$ cat src/srb_params.svh
// Register indices, reset values and bit counts of the readback register bank.
// Functional notes
// - Every implemented bit of the pin readback byte is read-only and shows the live level of its enable pin, 0 low and 1 high.
// - Pin readback bits map groups 5,6,7,8 to bits 0..3 and 10,11,12 to bits 5..7, with bit 4 reserved and reading zero.
// - The identification byte is read-only and returns a fixed revision code in bits 7..4 and a fixed vendor code in bits 3..0.
// - The part identification byte at the next index is read-only and returns a fixed eight-bit part code, bit 7 most significant.
// - The read-length register holds a writable five-bit field in bits 4..0 that is sent as the first byte of each block read; reads run until a not-acknowledge.
// - After reset the read-length field is eight, and a block read sends eight as its first byte until the host writes another value;
// the engine starts each block read at the host-given index.
// - A block read first sends the read-length value, then consecutive register bytes from the host-given index, until the host answers with not-acknowledge.
`ifndef SRB_PARAMS_SVH
`define SRB_PARAMS_SVH

`define SRB_IDX_PIN_LEVEL   8'h03
`define SRB_IDX_RSVD_FOUR   8'h04
`define SRB_IDX_REV_VENDOR  8'h05
`define SRB_IDX_PART        8'h06
`define SRB_IDX_READ_LEN    8'h07
`define SRB_IDX_RSVD_EIGHT  8'h08
`define SRB_READ_LEN_W      5
`define SRB_READ_LEN_RESET  5'h08
`define SRB_RSVD_BIT        1'b0
`define SRB_BYTE_ZERO       8'h00
`define SRB_BIT_CNT_ZERO    4'h0
`define SRB_BIT_CNT_ONE     4'h1
`define SRB_BITS_PER_BYTE   4'h8
`define SRB_LAST_TX_BIT     4'h7
`define SRB_INDEX_STEP      8'h01

`endif

$ cat src/srb_pkg.sv
// Types shared by the readback register bank and its bus engine.
`default_nettype none
package srb_pkg;

  // Live enable pin levels, one bit per output group.
  typedef struct packed {
    logic enable_pin_level_g12;
    logic enable_pin_level_g11;
    logic enable_pin_level_g10;
    logic enable_pin_level_g8;
    logic enable_pin_level_g7;
    logic enable_pin_level_g6;
    logic enable_pin_level_g5;
  } srb_pin_level_t;

  // One register write from the bus engine to the bank.
  typedef struct packed {
    logic       en;
    logic [7:0] index;
    logic [7:0] data;
  } srb_write_t;

  // Bus engine states.
  typedef enum logic [3:0] {
    SRB_IDLE       = 4'h0,
    SRB_ADDR       = 4'h1,
    SRB_ADDR_ACK   = 4'h2,
    SRB_INDEX      = 4'h3,
    SRB_INDEX_ACK  = 4'h4,
    SRB_WCNT       = 4'h5,
    SRB_WCNT_ACK   = 4'h6,
    SRB_WDATA      = 4'h7,
    SRB_WDATA_ACK  = 4'h8,
    SRB_TX         = 4'h9,
    SRB_TX_ACK     = 4'hA,
    SRB_WAIT       = 4'hB
  } srb_state_t;

endpackage
`default_nettype wire

$ cat src/srb_smbus_regs.sv
// Two-wire bus slave giving indexed block access to the readback register bank.
`timescale 1ns/100ps
`default_nettype none
`include "srb_params.svh"

module srb_smbus_regs #(
  parameter logic [6:0] DEV_ADDR      = 7'h6A,  // Arbitrary bus address.
  parameter logic [3:0] REVISION_CODE = 4'h3,   // Arbitrary value.
  parameter logic [3:0] VENDOR_CODE   = 4'h6,   // Arbitrary value.
  parameter logic [7:0] PART_CODE     = 8'h5A   // Arbitrary value.
) (
  input  wire logic                    CLK,
  input  wire logic                    ARST_N,
  input  wire logic                    SCL,
  input  wire logic                    SDA_IN,
  output logic                         SDA_OUT,
  output logic                         SDA_OE,
  input  wire srb_pkg::srb_pin_level_t PIN_LEVEL,
  output logic [`SRB_READ_LEN_W-1:0]   READ_LENGTH
);
  import srb_pkg::*;

  logic       rst_meta_reg;
  logic       rst_n;
  logic       scl_q_reg;
  logic       scl_d_reg;
  logic       sda_q_reg;
  logic       sda_d_reg;
  srb_state_t state_reg;
  srb_state_t state_next;
  logic [3:0] bit_cnt_reg;
  logic [3:0] bit_cnt_next;
  logic [7:0] shift_reg;
  logic [7:0] shift_next;
  logic [7:0] index_reg;
  logic [7:0] index_next;
  logic [7:0] tx_reg;
  logic [7:0] tx_next;
  logic       rw_reg;
  logic       rw_next;
  logic       ackok_reg;
  logic       ackok_next;
  srb_write_t wr_reg;
  srb_write_t wr_next;
  logic [7:0] rd_data;
  logic [`SRB_READ_LEN_W-1:0] read_len;
  logic       scl_rise;
  logic       scl_fall;
  logic       start_det;
  logic       stop_det;
  logic       byte_full;
  logic       ack_state;

  // Reset is asserted at once and released two edges later.
  always_ff @(posedge CLK or negedge ARST_N) begin
    if (!ARST_N) begin
      rst_meta_reg <= 1'b0;
      rst_n        <= 1'b0;
    end else begin
      rst_meta_reg <= 1'b1;
      rst_n        <= rst_meta_reg;
    end
  end

  // Bus lines are synchronous; one stage gives a history for edge finding.
  always_ff @(posedge CLK or negedge rst_n) begin
    if (!rst_n) begin
      scl_q_reg <= 1'b1;
      scl_d_reg <= 1'b1;
      sda_q_reg <= 1'b1;
      sda_d_reg <= 1'b1;
    end else begin
      scl_q_reg <= SCL;
      scl_d_reg <= scl_q_reg;
      sda_q_reg <= SDA_IN;
      sda_d_reg <= sda_q_reg;
    end
  end

  // Clock edges and start or stop conditions while the clock is high.
  assign scl_rise  = scl_q_reg && !scl_d_reg;
  assign scl_fall  = !scl_q_reg && scl_d_reg;
  assign start_det = scl_q_reg && scl_d_reg && sda_d_reg && !sda_q_reg;
  assign stop_det  = scl_q_reg && scl_d_reg && !sda_d_reg && sda_q_reg;
  assign byte_full = (bit_cnt_reg == `SRB_BITS_PER_BYTE);
  assign ack_state = (state_reg == SRB_ADDR_ACK) ||
                     (state_reg == SRB_INDEX_ACK) ||
                     (state_reg == SRB_WCNT_ACK) ||
                     (state_reg == SRB_WDATA_ACK);

  // Open-drain data: we only ever pull low, for an ack or a zero bit.
  assign SDA_OUT = 1'b0;
  assign SDA_OE  = ack_state || ((state_reg == SRB_TX) && !tx_reg[7]);
  assign READ_LENGTH = read_len;

  // Transaction sequencing; data changes only after a falling clock edge.
  always_comb begin
    state_next   = state_reg;
    bit_cnt_next = bit_cnt_reg;
    shift_next   = shift_reg;
    index_next   = index_reg;
    tx_next      = tx_reg;
    rw_next      = rw_reg;
    ackok_next   = ackok_reg;
    wr_next      = '0;
    if (stop_det) begin
      state_next = SRB_IDLE;
    end else if (start_det) begin
      // A repeated start keeps the index set by the write phase.
      state_next   = SRB_ADDR;
      bit_cnt_next = `SRB_BIT_CNT_ZERO;
    end else begin
      case (state_reg)
        SRB_ADDR, SRB_INDEX, SRB_WCNT, SRB_WDATA: begin
          if (scl_rise && !byte_full) begin
            shift_next   = {shift_reg[6:0], sda_q_reg};
            bit_cnt_next = 4'(bit_cnt_reg + `SRB_BIT_CNT_ONE);
          end else if (scl_fall && byte_full) begin
            bit_cnt_next = `SRB_BIT_CNT_ZERO;
            if (state_reg == SRB_ADDR) begin
              if (shift_reg[7:1] == DEV_ADDR) begin
                state_next = SRB_ADDR_ACK;
                rw_next    = shift_reg[0];
              end else begin
                state_next = SRB_WAIT;
              end
            end else if (state_reg == SRB_INDEX) begin
              state_next = SRB_INDEX_ACK;
              index_next = shift_reg;
            end else if (state_reg == SRB_WCNT) begin
              state_next = SRB_WCNT_ACK;
            end else begin
              // the bank drops writes to read-only or reserved bits.
              state_next = SRB_WDATA_ACK;
              wr_next    = '{en: 1'b1, index: index_reg, data: shift_reg};
              index_next = 8'(index_reg + `SRB_INDEX_STEP);
            end
          end
        end
        SRB_ADDR_ACK: begin
          if (scl_fall) begin
            if (rw_reg) begin
              // the length value goes out first.
              state_next   = SRB_TX;
              tx_next      = 8'(read_len);
              bit_cnt_next = `SRB_BIT_CNT_ZERO;
            end else begin
              state_next = SRB_INDEX;
            end
          end
        end
        SRB_INDEX_ACK: begin
          if (scl_fall) begin
            state_next = SRB_WCNT;
          end
        end
        SRB_WCNT_ACK, SRB_WDATA_ACK: begin
          if (scl_fall) begin
            state_next = SRB_WDATA;
          end
        end
        SRB_TX: begin
          if (scl_fall) begin
            if (bit_cnt_reg == `SRB_LAST_TX_BIT) begin
              state_next   = SRB_TX_ACK;
              bit_cnt_next = `SRB_BIT_CNT_ZERO;
            end else begin
              tx_next      = {tx_reg[6:0], 1'b0};
              bit_cnt_next = 4'(bit_cnt_reg + `SRB_BIT_CNT_ONE);
            end
          end
        end
        SRB_TX_ACK: begin
          if (scl_rise) begin
            ackok_next = !sda_q_reg;
          end else if (scl_fall) begin
            // continue from the index until a not-acknowledge.
            if (ackok_reg) begin
              state_next = SRB_TX;
              tx_next    = rd_data;
              index_next = 8'(index_reg + `SRB_INDEX_STEP);
            end else begin
              state_next = SRB_WAIT;
            end
          end
        end
        default: begin
          state_next = state_reg;
        end
      endcase
    end
  end

  // State registers.
  always_ff @(posedge CLK or negedge rst_n) begin
    if (!rst_n) begin
      state_reg   <= SRB_IDLE;
      bit_cnt_reg <= `SRB_BIT_CNT_ZERO;
      shift_reg   <= `SRB_BYTE_ZERO;
      index_reg   <= `SRB_BYTE_ZERO;
      tx_reg      <= `SRB_BYTE_ZERO;
      rw_reg      <= 1'b0;
      ackok_reg   <= 1'b0;
      wr_reg      <= '0;
    end else begin
      state_reg   <= state_next;
      bit_cnt_reg <= bit_cnt_next;
      shift_reg   <= shift_next;
      index_reg   <= index_next;
      tx_reg      <= tx_next;
      rw_reg      <= rw_next;
      ackok_reg   <= ackok_next;
      wr_reg      <= wr_next;
    end
  end

  // Register bank; reads are combinational so live pins are never stale.
  srb_reg_bank #(
    .REVISION_CODE (REVISION_CODE),
    .VENDOR_CODE   (VENDOR_CODE),
    .PART_CODE     (PART_CODE)
  ) u_bank (
    .clk       (CLK),
    .rst_n     (rst_n),
    .pin_level (PIN_LEVEL),
    .wr        (wr_reg),
    .rd_index  (index_reg),
    .rd_data   (rd_data),
    .read_len  (read_len)
  );

endmodule
`default_nettype wire

$ cat src/srb_reg_bank.sv
// Register bank: pin readback, identification bytes and read-length register.
`timescale 1ns/100ps
`default_nettype none
`include "srb_params.svh"

module srb_reg_bank #(
  parameter logic [3:0] REVISION_CODE = 4'h3,  // Arbitrary value.
  parameter logic [3:0] VENDOR_CODE   = 4'h6,  // Arbitrary value.
  parameter logic [7:0] PART_CODE     = 8'h5A  // Arbitrary value.
) (
  input  wire logic                   clk,
  input  wire logic                   rst_n,
  input  wire srb_pkg::srb_pin_level_t pin_level,
  input  wire srb_pkg::srb_write_t    wr,
  input  wire logic [7:0]             rd_index,
  output logic [7:0]                  rd_data,
  output logic [`SRB_READ_LEN_W-1:0]  read_len
);
  import srb_pkg::*;

  logic [`SRB_READ_LEN_W-1:0] read_len_reg;
  logic [7:0]                 pin_byte;
  logic                       len_hit;

  assign pin_byte = {pin_level.enable_pin_level_g12,
                     pin_level.enable_pin_level_g11,
                     pin_level.enable_pin_level_g10,
                     `SRB_RSVD_BIT,
                     pin_level.enable_pin_level_g8,
                     pin_level.enable_pin_level_g7,
                     pin_level.enable_pin_level_g6,
                     pin_level.enable_pin_level_g5};

  // Only the read-length index accepts writes; all others drop them.
  assign len_hit  = wr.en && (wr.index == `SRB_IDX_READ_LEN);
  assign read_len = read_len_reg;

  // writable length field; resets to eight.
  always_ff @(posedge clk or negedge rst_n) begin
    if (!rst_n) begin
      read_len_reg <= `SRB_READ_LEN_RESET;
    end else if (len_hit) begin
      read_len_reg <= wr.data[`SRB_READ_LEN_W-1:0];
    end
  end

  // Read decode; indices outside this bank, reserved ones included, read zero.
  always_comb begin
    if (rd_index == `SRB_IDX_PIN_LEVEL) begin
      rd_data = pin_byte;
    end else if (rd_index == `SRB_IDX_REV_VENDOR) begin
      rd_data = {REVISION_CODE, VENDOR_CODE};
    end else if (rd_index == `SRB_IDX_PART) begin
      rd_data = PART_CODE;
    end else if (rd_index == `SRB_IDX_READ_LEN) begin
      rd_data = {{(8-`SRB_READ_LEN_W){`SRB_RSVD_BIT}}, read_len_reg};
    end else begin
      rd_data = `SRB_BYTE_ZERO;
    end
  end

endmodule
`default_nettype wire

$ cat config.mk
export PLATFORM = sky130hd
export DESIGN_NAME = srb_smbus_regs
export DESIGN_NICKNAME = d
export VERILOG_FILES = /design/src/srb_pkg.sv /design/src/srb_smbus_regs.sv /design/src/srb_reg_bank.sv
export VERILOG_INCLUDE_DIRS = /design/src /design/src/src
export SDC_FILE = /design/constraint.sdc
export NUM_CORES = 1
export LEC_CHECK = 0
export ABC_AREA = 1
export CAP_MARGIN = 20
export CELL_PAD_IN_SITES_DETAIL_PLACEMENT = 0
export CELL_PAD_IN_SITES_GLOBAL_PLACEMENT = 1
export CORE_ASPECT_RATIO = 0.7
export CORE_MARGIN = 3
export CORE_UTILIZATION = 49
export CTS_BUF_LIST = sky130_fd_sc_hd__clkbuf_8
export CTS_CLUSTER_DIAMETER = 30
export DETAILED_ROUTE_END_ITERATION = 7
export DONT_BUFFER_PORTS = 1
export GPL_ROUTABILITY_DRIVEN = 1
export GPL_TIMING_DRIVEN = 0
export PLACE_DENSITY_LB_ADDON = 0.1
export SLEW_MARGIN = 10
export SYNTH_ARGS = -nofsm -noshare
export SYNTH_HDL_FRONTEND = slang
export SYNTH_HIERARCHICAL = 1
export SYNTH_SLANG_ARGS = --single-unit
$ cat constraint.sdc
create_clock -name CLK -period 2.8 [get_ports CLK]
set_clock_uncertainty 0.1 [all_clocks]
set_input_delay 0.56 -clock CLK [delete_from_list [all_inputs] [get_ports CLK]]
set_output_delay 0.56 -clock CLK [all_outputs]
set_load 0.005 [all_outputs]
==> metrics.txt, run 1 <==
result of the run=complete, no violations; Finish-stage setup viols=0; number of top-level pins=18; Worst Setup Start Kind=flop; most prevalent standard cell on the critical path=sky130_fd_sc_hd__o21ai_0; clock tree from TritonCTS=built; Hold Vio Cnt, Final=0; setup total negative slack=0 ps; wire length on met2=2712 µm; post-synthesis net count=455; Tot Pwr=3443 µW; Req. time, crit path=~2100 ps; Inserted Clock Buffers=9; Worst R2R Setup Slack=700 ps; number of flip-flops in the largest register=14; per-cell via count in the routed design=5.018; Site Rows=24; total global routing overflow=0; worst setup margin=roughly 450 ps; reported leakage power=0.001851 µW; diode count=0; Vert. Die Dim=roughly 75 µm; total track usage=0.2028; CP endpoint kind=primary output; Worst Path Class, Setup=reg -> out; delay contributed by the slowest stage of the critical path=500 ps; antenna violations before repair=0; number of design-rule violations left by the first detailed-router iteration=142; number of global-route vias before repair=~2.5k; pin count of the biggest net entering global routing=58; average instance area after synthesis=7.479 µm²; layout cell share with drive strength beyond 1=0.1201; Final Core Density=0.5727; area of all placed cells without fillers=roughly 0.0036 mm²; clock latency at the later pin of the worst-skew pair=340 ps; Antenna Nets Post-Route=0; transition time at the pin with the least slew margin=712.5 ps; number of clock sinks=59; largest fanout of any net on the critical path=7; arrival time worst endpoint=1690 ps; total via count after detailed routing=2755; Setup Slack @ Placement=between 700 and 800 ps; area of the placeable core=0.006366 mm²; count of nets after finishing=467; RSZ-0062 raised after global routing=false; metal1 wirelength=just under 4000 µm; family with the most delay on the worst path=flip-flops; worst voltage drop across the vdd grid=around 0.54 mV; standard cell area after detailed placement=0.003416 mm²; number of fill cells=625; Worst Hold Class=in -> reg; Area Growth Syn to Fin=10.55%; headroom to the max-slew limit=0.5250; Clk Tree Root Cell=sky130_fd_sc_hd__clkbuf_8; final number of max-transition violations=0; clock input transition at the sequential cells of the worst setup and hold paths=70 ps; placer congestion estimate=0.9030; Final period util=0.8387; post-CTS sizing=0; effective utilization at floorplan=0.5181; power density over the cells=944.4 mW/mm²; Max-cap violations=0; drt total wl=7097 µm; Chip Width=104.1 µm; final worst path period need=between 2000 and 2500 ps; DR DRC count=0; number of warning messages in the yosys log=6; worst path bufs/invs=1; first-pass GRT wire length=about 12000 µm; critical path's slowest cell=sky130_fd_sc_hd__dfrtp_1; achievable frequency=425.8 MHz; wire length per cell after detailed routing=between 10 and 15 µm; Max clock buf depth=2; die footprint=0.007767 mm²; Mapped Cells=between 400 and 500; CP cell instances=inv_2 > nand2_1 > o21ai_0 > nor2_1 > o21ai_0; IO Port Bufs=0; number of H-tree levels=3; half-perimeter wire length after detailed placement=5402 µm; number of detailed-routing iterations run before antenna repair=4; Detail Route met3 WL=about 430 µm; netlist area before placement=0.003298 mm²; uppermost metal layer occupied by signal nets=met4
[layout make-up]
class	instances	area [µm²]	share of cell area
plain buffers	9	71.32	0.01956
clock buffers	10	137.6	0.03775
clock inverters	6	82.58	0.02265
inverters	48	180.2	0.04942
multi-input cells	325	1564	0.4290
flip-flops and latches	59	1486	0.4077
well taps	91	113.9	0.03123
repair buffers	1	10.01	0.002745
[report_power, final]
group          internal [µW]  switching [µW]
Clock                    519             332
Sequential              1020             184
Combinational            445             943
[repair_timing]
item                                    in CTS  in global routing
endpoints found under the setup margin       0                  0
buffers inserted                             0                  0
hold buffers                                 1                  0
endpoints found under the hold margin        2                  0
[metal layers]
metal  track usage  vias up
li1              -     1420
met1        0.3111     1275
met2        0.2736       52
met3       0.06512        8
met4       0.05310        0
met5             0        -
[worst reg2reg max path, stage by stage, from the launching register on]
cell and delay [ps]:
sky130_fd_sc_hd__dfstp_2 590, sky130_fd_sc_hd__inv_1 70, sky130_fd_sc_hd__nand2_1 50, sky130_fd_sc_hd__nor2_1 70
sky130_fd_sc_hd__nor2_1 380, sky130_fd_sc_hd__nand3_1 210, sky130_fd_sc_hd__nor2_4 240, sky130_fd_sc_hd__buf_6 180
sky130_fd_sc_hd__nand2_1 70, sky130_fd_sc_hd__o21ai_2 60
[metrics by stage]
stage | std cells | hold WS, ps
6_report | 549 | 110.2
5_1_grt | 549 | 80.22
2_1_floorplan | 441 | 164.4
4_1_cts | 549 | 97.36
3_3_place_gp | 532 | 164.5
3_5_place_dp | 532 | 164.5
[final timing paths]
path / to / depth (start not counted) / from
max in group asynchronous: ackok_reg / 0 / rst_n
setup reg to reg: index_reg[2] / 9 / sda_q_reg
setup / recovery: SDA_OE / 5 / state_reg[3]
hold / removal: sda_q_reg / 0 / SDA_IN
hold reg to reg: rst_n / 0 / rst_meta_reg
min in group asynchronous: shift_reg[7] / 0 / rst_n
[layout by cell type (no fill, tap or decap), drive strengths merged, types with 2 or more instances in the layout]
| cell | count |
|---|---|
| a21oi | 5 |
| a22o | 3 |
| and3 | 2 |
| buf | 8 |
| bufinv | 2 |
| clkbuf | 11 |
| clkinvlp | 2 |
| conb | 2 |
| dfrtp | 54 |
| dfstp | 5 |
| ha | 3 |
| inv | 50 |
| nand2 | 150 |
| nand3 | 47 |
| nand4 | 10 |
| nor2 | 58 |
| nor3 | 7 |
| o21ai | 29 |
| xor2 | 4 |
Note: power is estimated with default switching activity, not from simulation.
==> run 2: changes to the inputs <==
ABC_AREA = 0   (was 1)
CORE_UTILIZATION = 52   (was 49)
clock period = 2.3 ns   (was 2.8 ns; I/O delays follow)
==> metrics.txt, run 2 <==
Clk Tree Root Cell=sky130_fd_sc_hd__clkbuf_8; per-cell via count in the routed design=6.133; total net switching power=1518 µW; clock latency at the later pin of the worst-skew pair=approximately 340 ps; layout cell share with drive strength beyond 1=0.2041; headroom to the max-slew limit=0.5206; first-pass GRT wire length=around 12000 µm; Hold Vio Cnt, Final=0; total via count after detailed routing=2533; achievable frequency=460.6 MHz; average instance area after synthesis=10.19 µm²; most used cells in the layout excluding fill and tap cells=53 x sky130_fd_sc_hd__dfrtp_1, 27 x sky130_fd_sc_hd__nand2_1, 18 x sky130_fd_sc_hd__o21ai_0; Max clock buf depth=2; delay contributed by the slowest stage of the critical path=between 300 and 400 ps; Hold Worst Slack=between 200 and 250 ps; arrival time worst endpoint=2320 ps; pin count of the biggest net entering global routing=32; Antenna Nets Post-Route=0; wire length per cell after detailed routing=17.53 µm; number of warning messages in the yosys log=6; placer congestion estimate=0.8730; antenna violations before repair=0; number of detailed-routing iterations run before antenna repair=4; result of the run=complete, no violations; netlist area before placement=roughly 0.0032 mm²; number of design-rule violations left by the first detailed-router iteration=175; total global routing overflow=0; part of the power in the clock network=0.244; total setup buffers inserted after CTS=0; reported leakage power=0.001549 µW; worst voltage drop across the vdd grid=roughly 0.47 mV; met2 usage in global routing=0.2944; total track usage=0.2175; Vert. Die Dim=slightly above 70 µm; commonest non-fill, non-tap cell in the layout=sky130_fd_sc_hd__dfrtp_1; Mapped Cells=318; CP cell instances=buf_4 > clkbuf_1 > o21ai_0 > a31o_1 > or3b_1 > o211ai_1; Inserted Clock Buffers=9; Worst Path Class, Setup=reg -> reg; number of top-level pins=18; clock tree from TritonCTS=built; number of clock sinks=59; final number of max-transition violations=0; RSZ-0062 raised after global routing=false; transition time at the pin with the least slew margin=719.0 ps; relative contribution of combinational cells to total power=0.377; Area Growth Syn to Fin=11.23%; final worst path period need=2171 ps; CP endpoint kind=flop; power density over the cells=roughly 1100 mW/mm²; Worst Hold Class=reg -> async; area of the placeable core=0.005871 mm²; half-perimeter wire length after detailed placement=between 5000 and 6000 µm; depth of the worst register-to-register path=6; M1 GR Usage=0.3265; count of nets after finishing=~350; effective utilization at floorplan=0.5522; DR DRC count=0; Worst R2R Setup Slack=130 ps; IO Port Bufs=0; met3 capacity usage during global routing=0.07685; Most Used Layer, Global Route=met1; sequential share of power=0.379; diode count=0; Final period util=0.9439; drt total wl=7241 µm; largest fanout of any net on the critical path=10; number of flip-flops in the largest register=14; internal cell power=between 2000 and 2500 µW; number of H-tree levels=3; Switching Fraction=0.3894; area of all placed cells without fillers=0.003606 mm²; Finish-stage setup viols=0; post-synthesis net count=332; clock input transition at the sequential cells of the worst setup and hold paths=~70 ps; Max-cap violations=0; Site Rows=23; Req. time, crit path=2450 ps; standard cell area after detailed placement=0.003357 mm²; Chip Width=between 100 and 150 µm; critical path's slowest cell=sky130_fd_sc_hd__clkbuf_1; number of global-route vias before repair=around 2.4k; Worst Setup Start Kind=flop; die footprint=0.007233 mm²
[run 2: stage by stage]
| stage | std cells | setup TNS [ps] | util | power, µW | worst slack [ps] |
|---|---|---|---|---|---|
| after floorplan | 318 | 0 | - | 2545 | 359.4 |
| after global placement | 393 | -11040 | 0.5682 | 2890 | -215.6 |
| after detailed placement | 394 | 0 | 0.5718 | 2898 | 78.39 |
| after CTS | 413 | 0 | 0.6117 | 3863 | 52.80 |
| after global routing | 413 | 0 | 0.6142 | 4147 | 23.41 |
| final | 413 | 0 | 0.6142 | 3900 | 129.0 |
[run 2: power by group through the flow]
stage / sequential (µW) / clock, µW / combinational, µW
finish: 1480 / 951 / 1470
global route: 1510 / 1010 / 1620
CTS: 1470 / 968 / 1420
detailed placement: 1490 / 0 / 1410
global placement: 1490 / 0 / 1400
floorplan: 1410 / 0 / 1140
[run 2: critical path, delay by kind of cell, from the launching register on]
family / cells / cell delay (ps)
simple gates: 1 / 360
buf+inv: 2 / 520
compound gates: 3 / 780
flops: 1 / 330
[run 2: what timing repair did]
item                                    4_1_cts  5_1_grt
hold buffers                                  3        0
endpoints found under the setup margin        0       16
gates resized for setup                       0        3
hold endpoints to repair                      4        0
[run 2: final cells by class]
class	instances	area, µm²
fill	486	2265
multi-input combinational	235	1655
sequential	59	1484
clock buffer	10	137.6
tap	75	93.84
buffer	14	81.33
clock inverter	6	66.31
timing repair buffer	4	50.05
inverter	10	37.54
[run 2: layer usage]
| metal | vias up | wire, µm |
|---|---|---|
| met5 | - | 0 |
| met4 | 0 | 91 |
| met3 | 10 | 515 |
| met2 | 85 | 2980 |
| met1 | 1238 | 3653 |
| li1 | 1200 | - |
[run 2: worst paths after layout]
check | start | endpoint
min in group CLK | rst_meta_reg | rst_n
setup / recovery | state_reg[0] | bit_cnt_reg[3]
hold reg to reg | rst_n | wr_reg[16]
max in group asynchronous | rst_n | u_bank/read_len[3]
hold / removal | rst_n | wr_reg[16]
setup reg to reg | state_reg[0] | bit_cnt_reg[3]
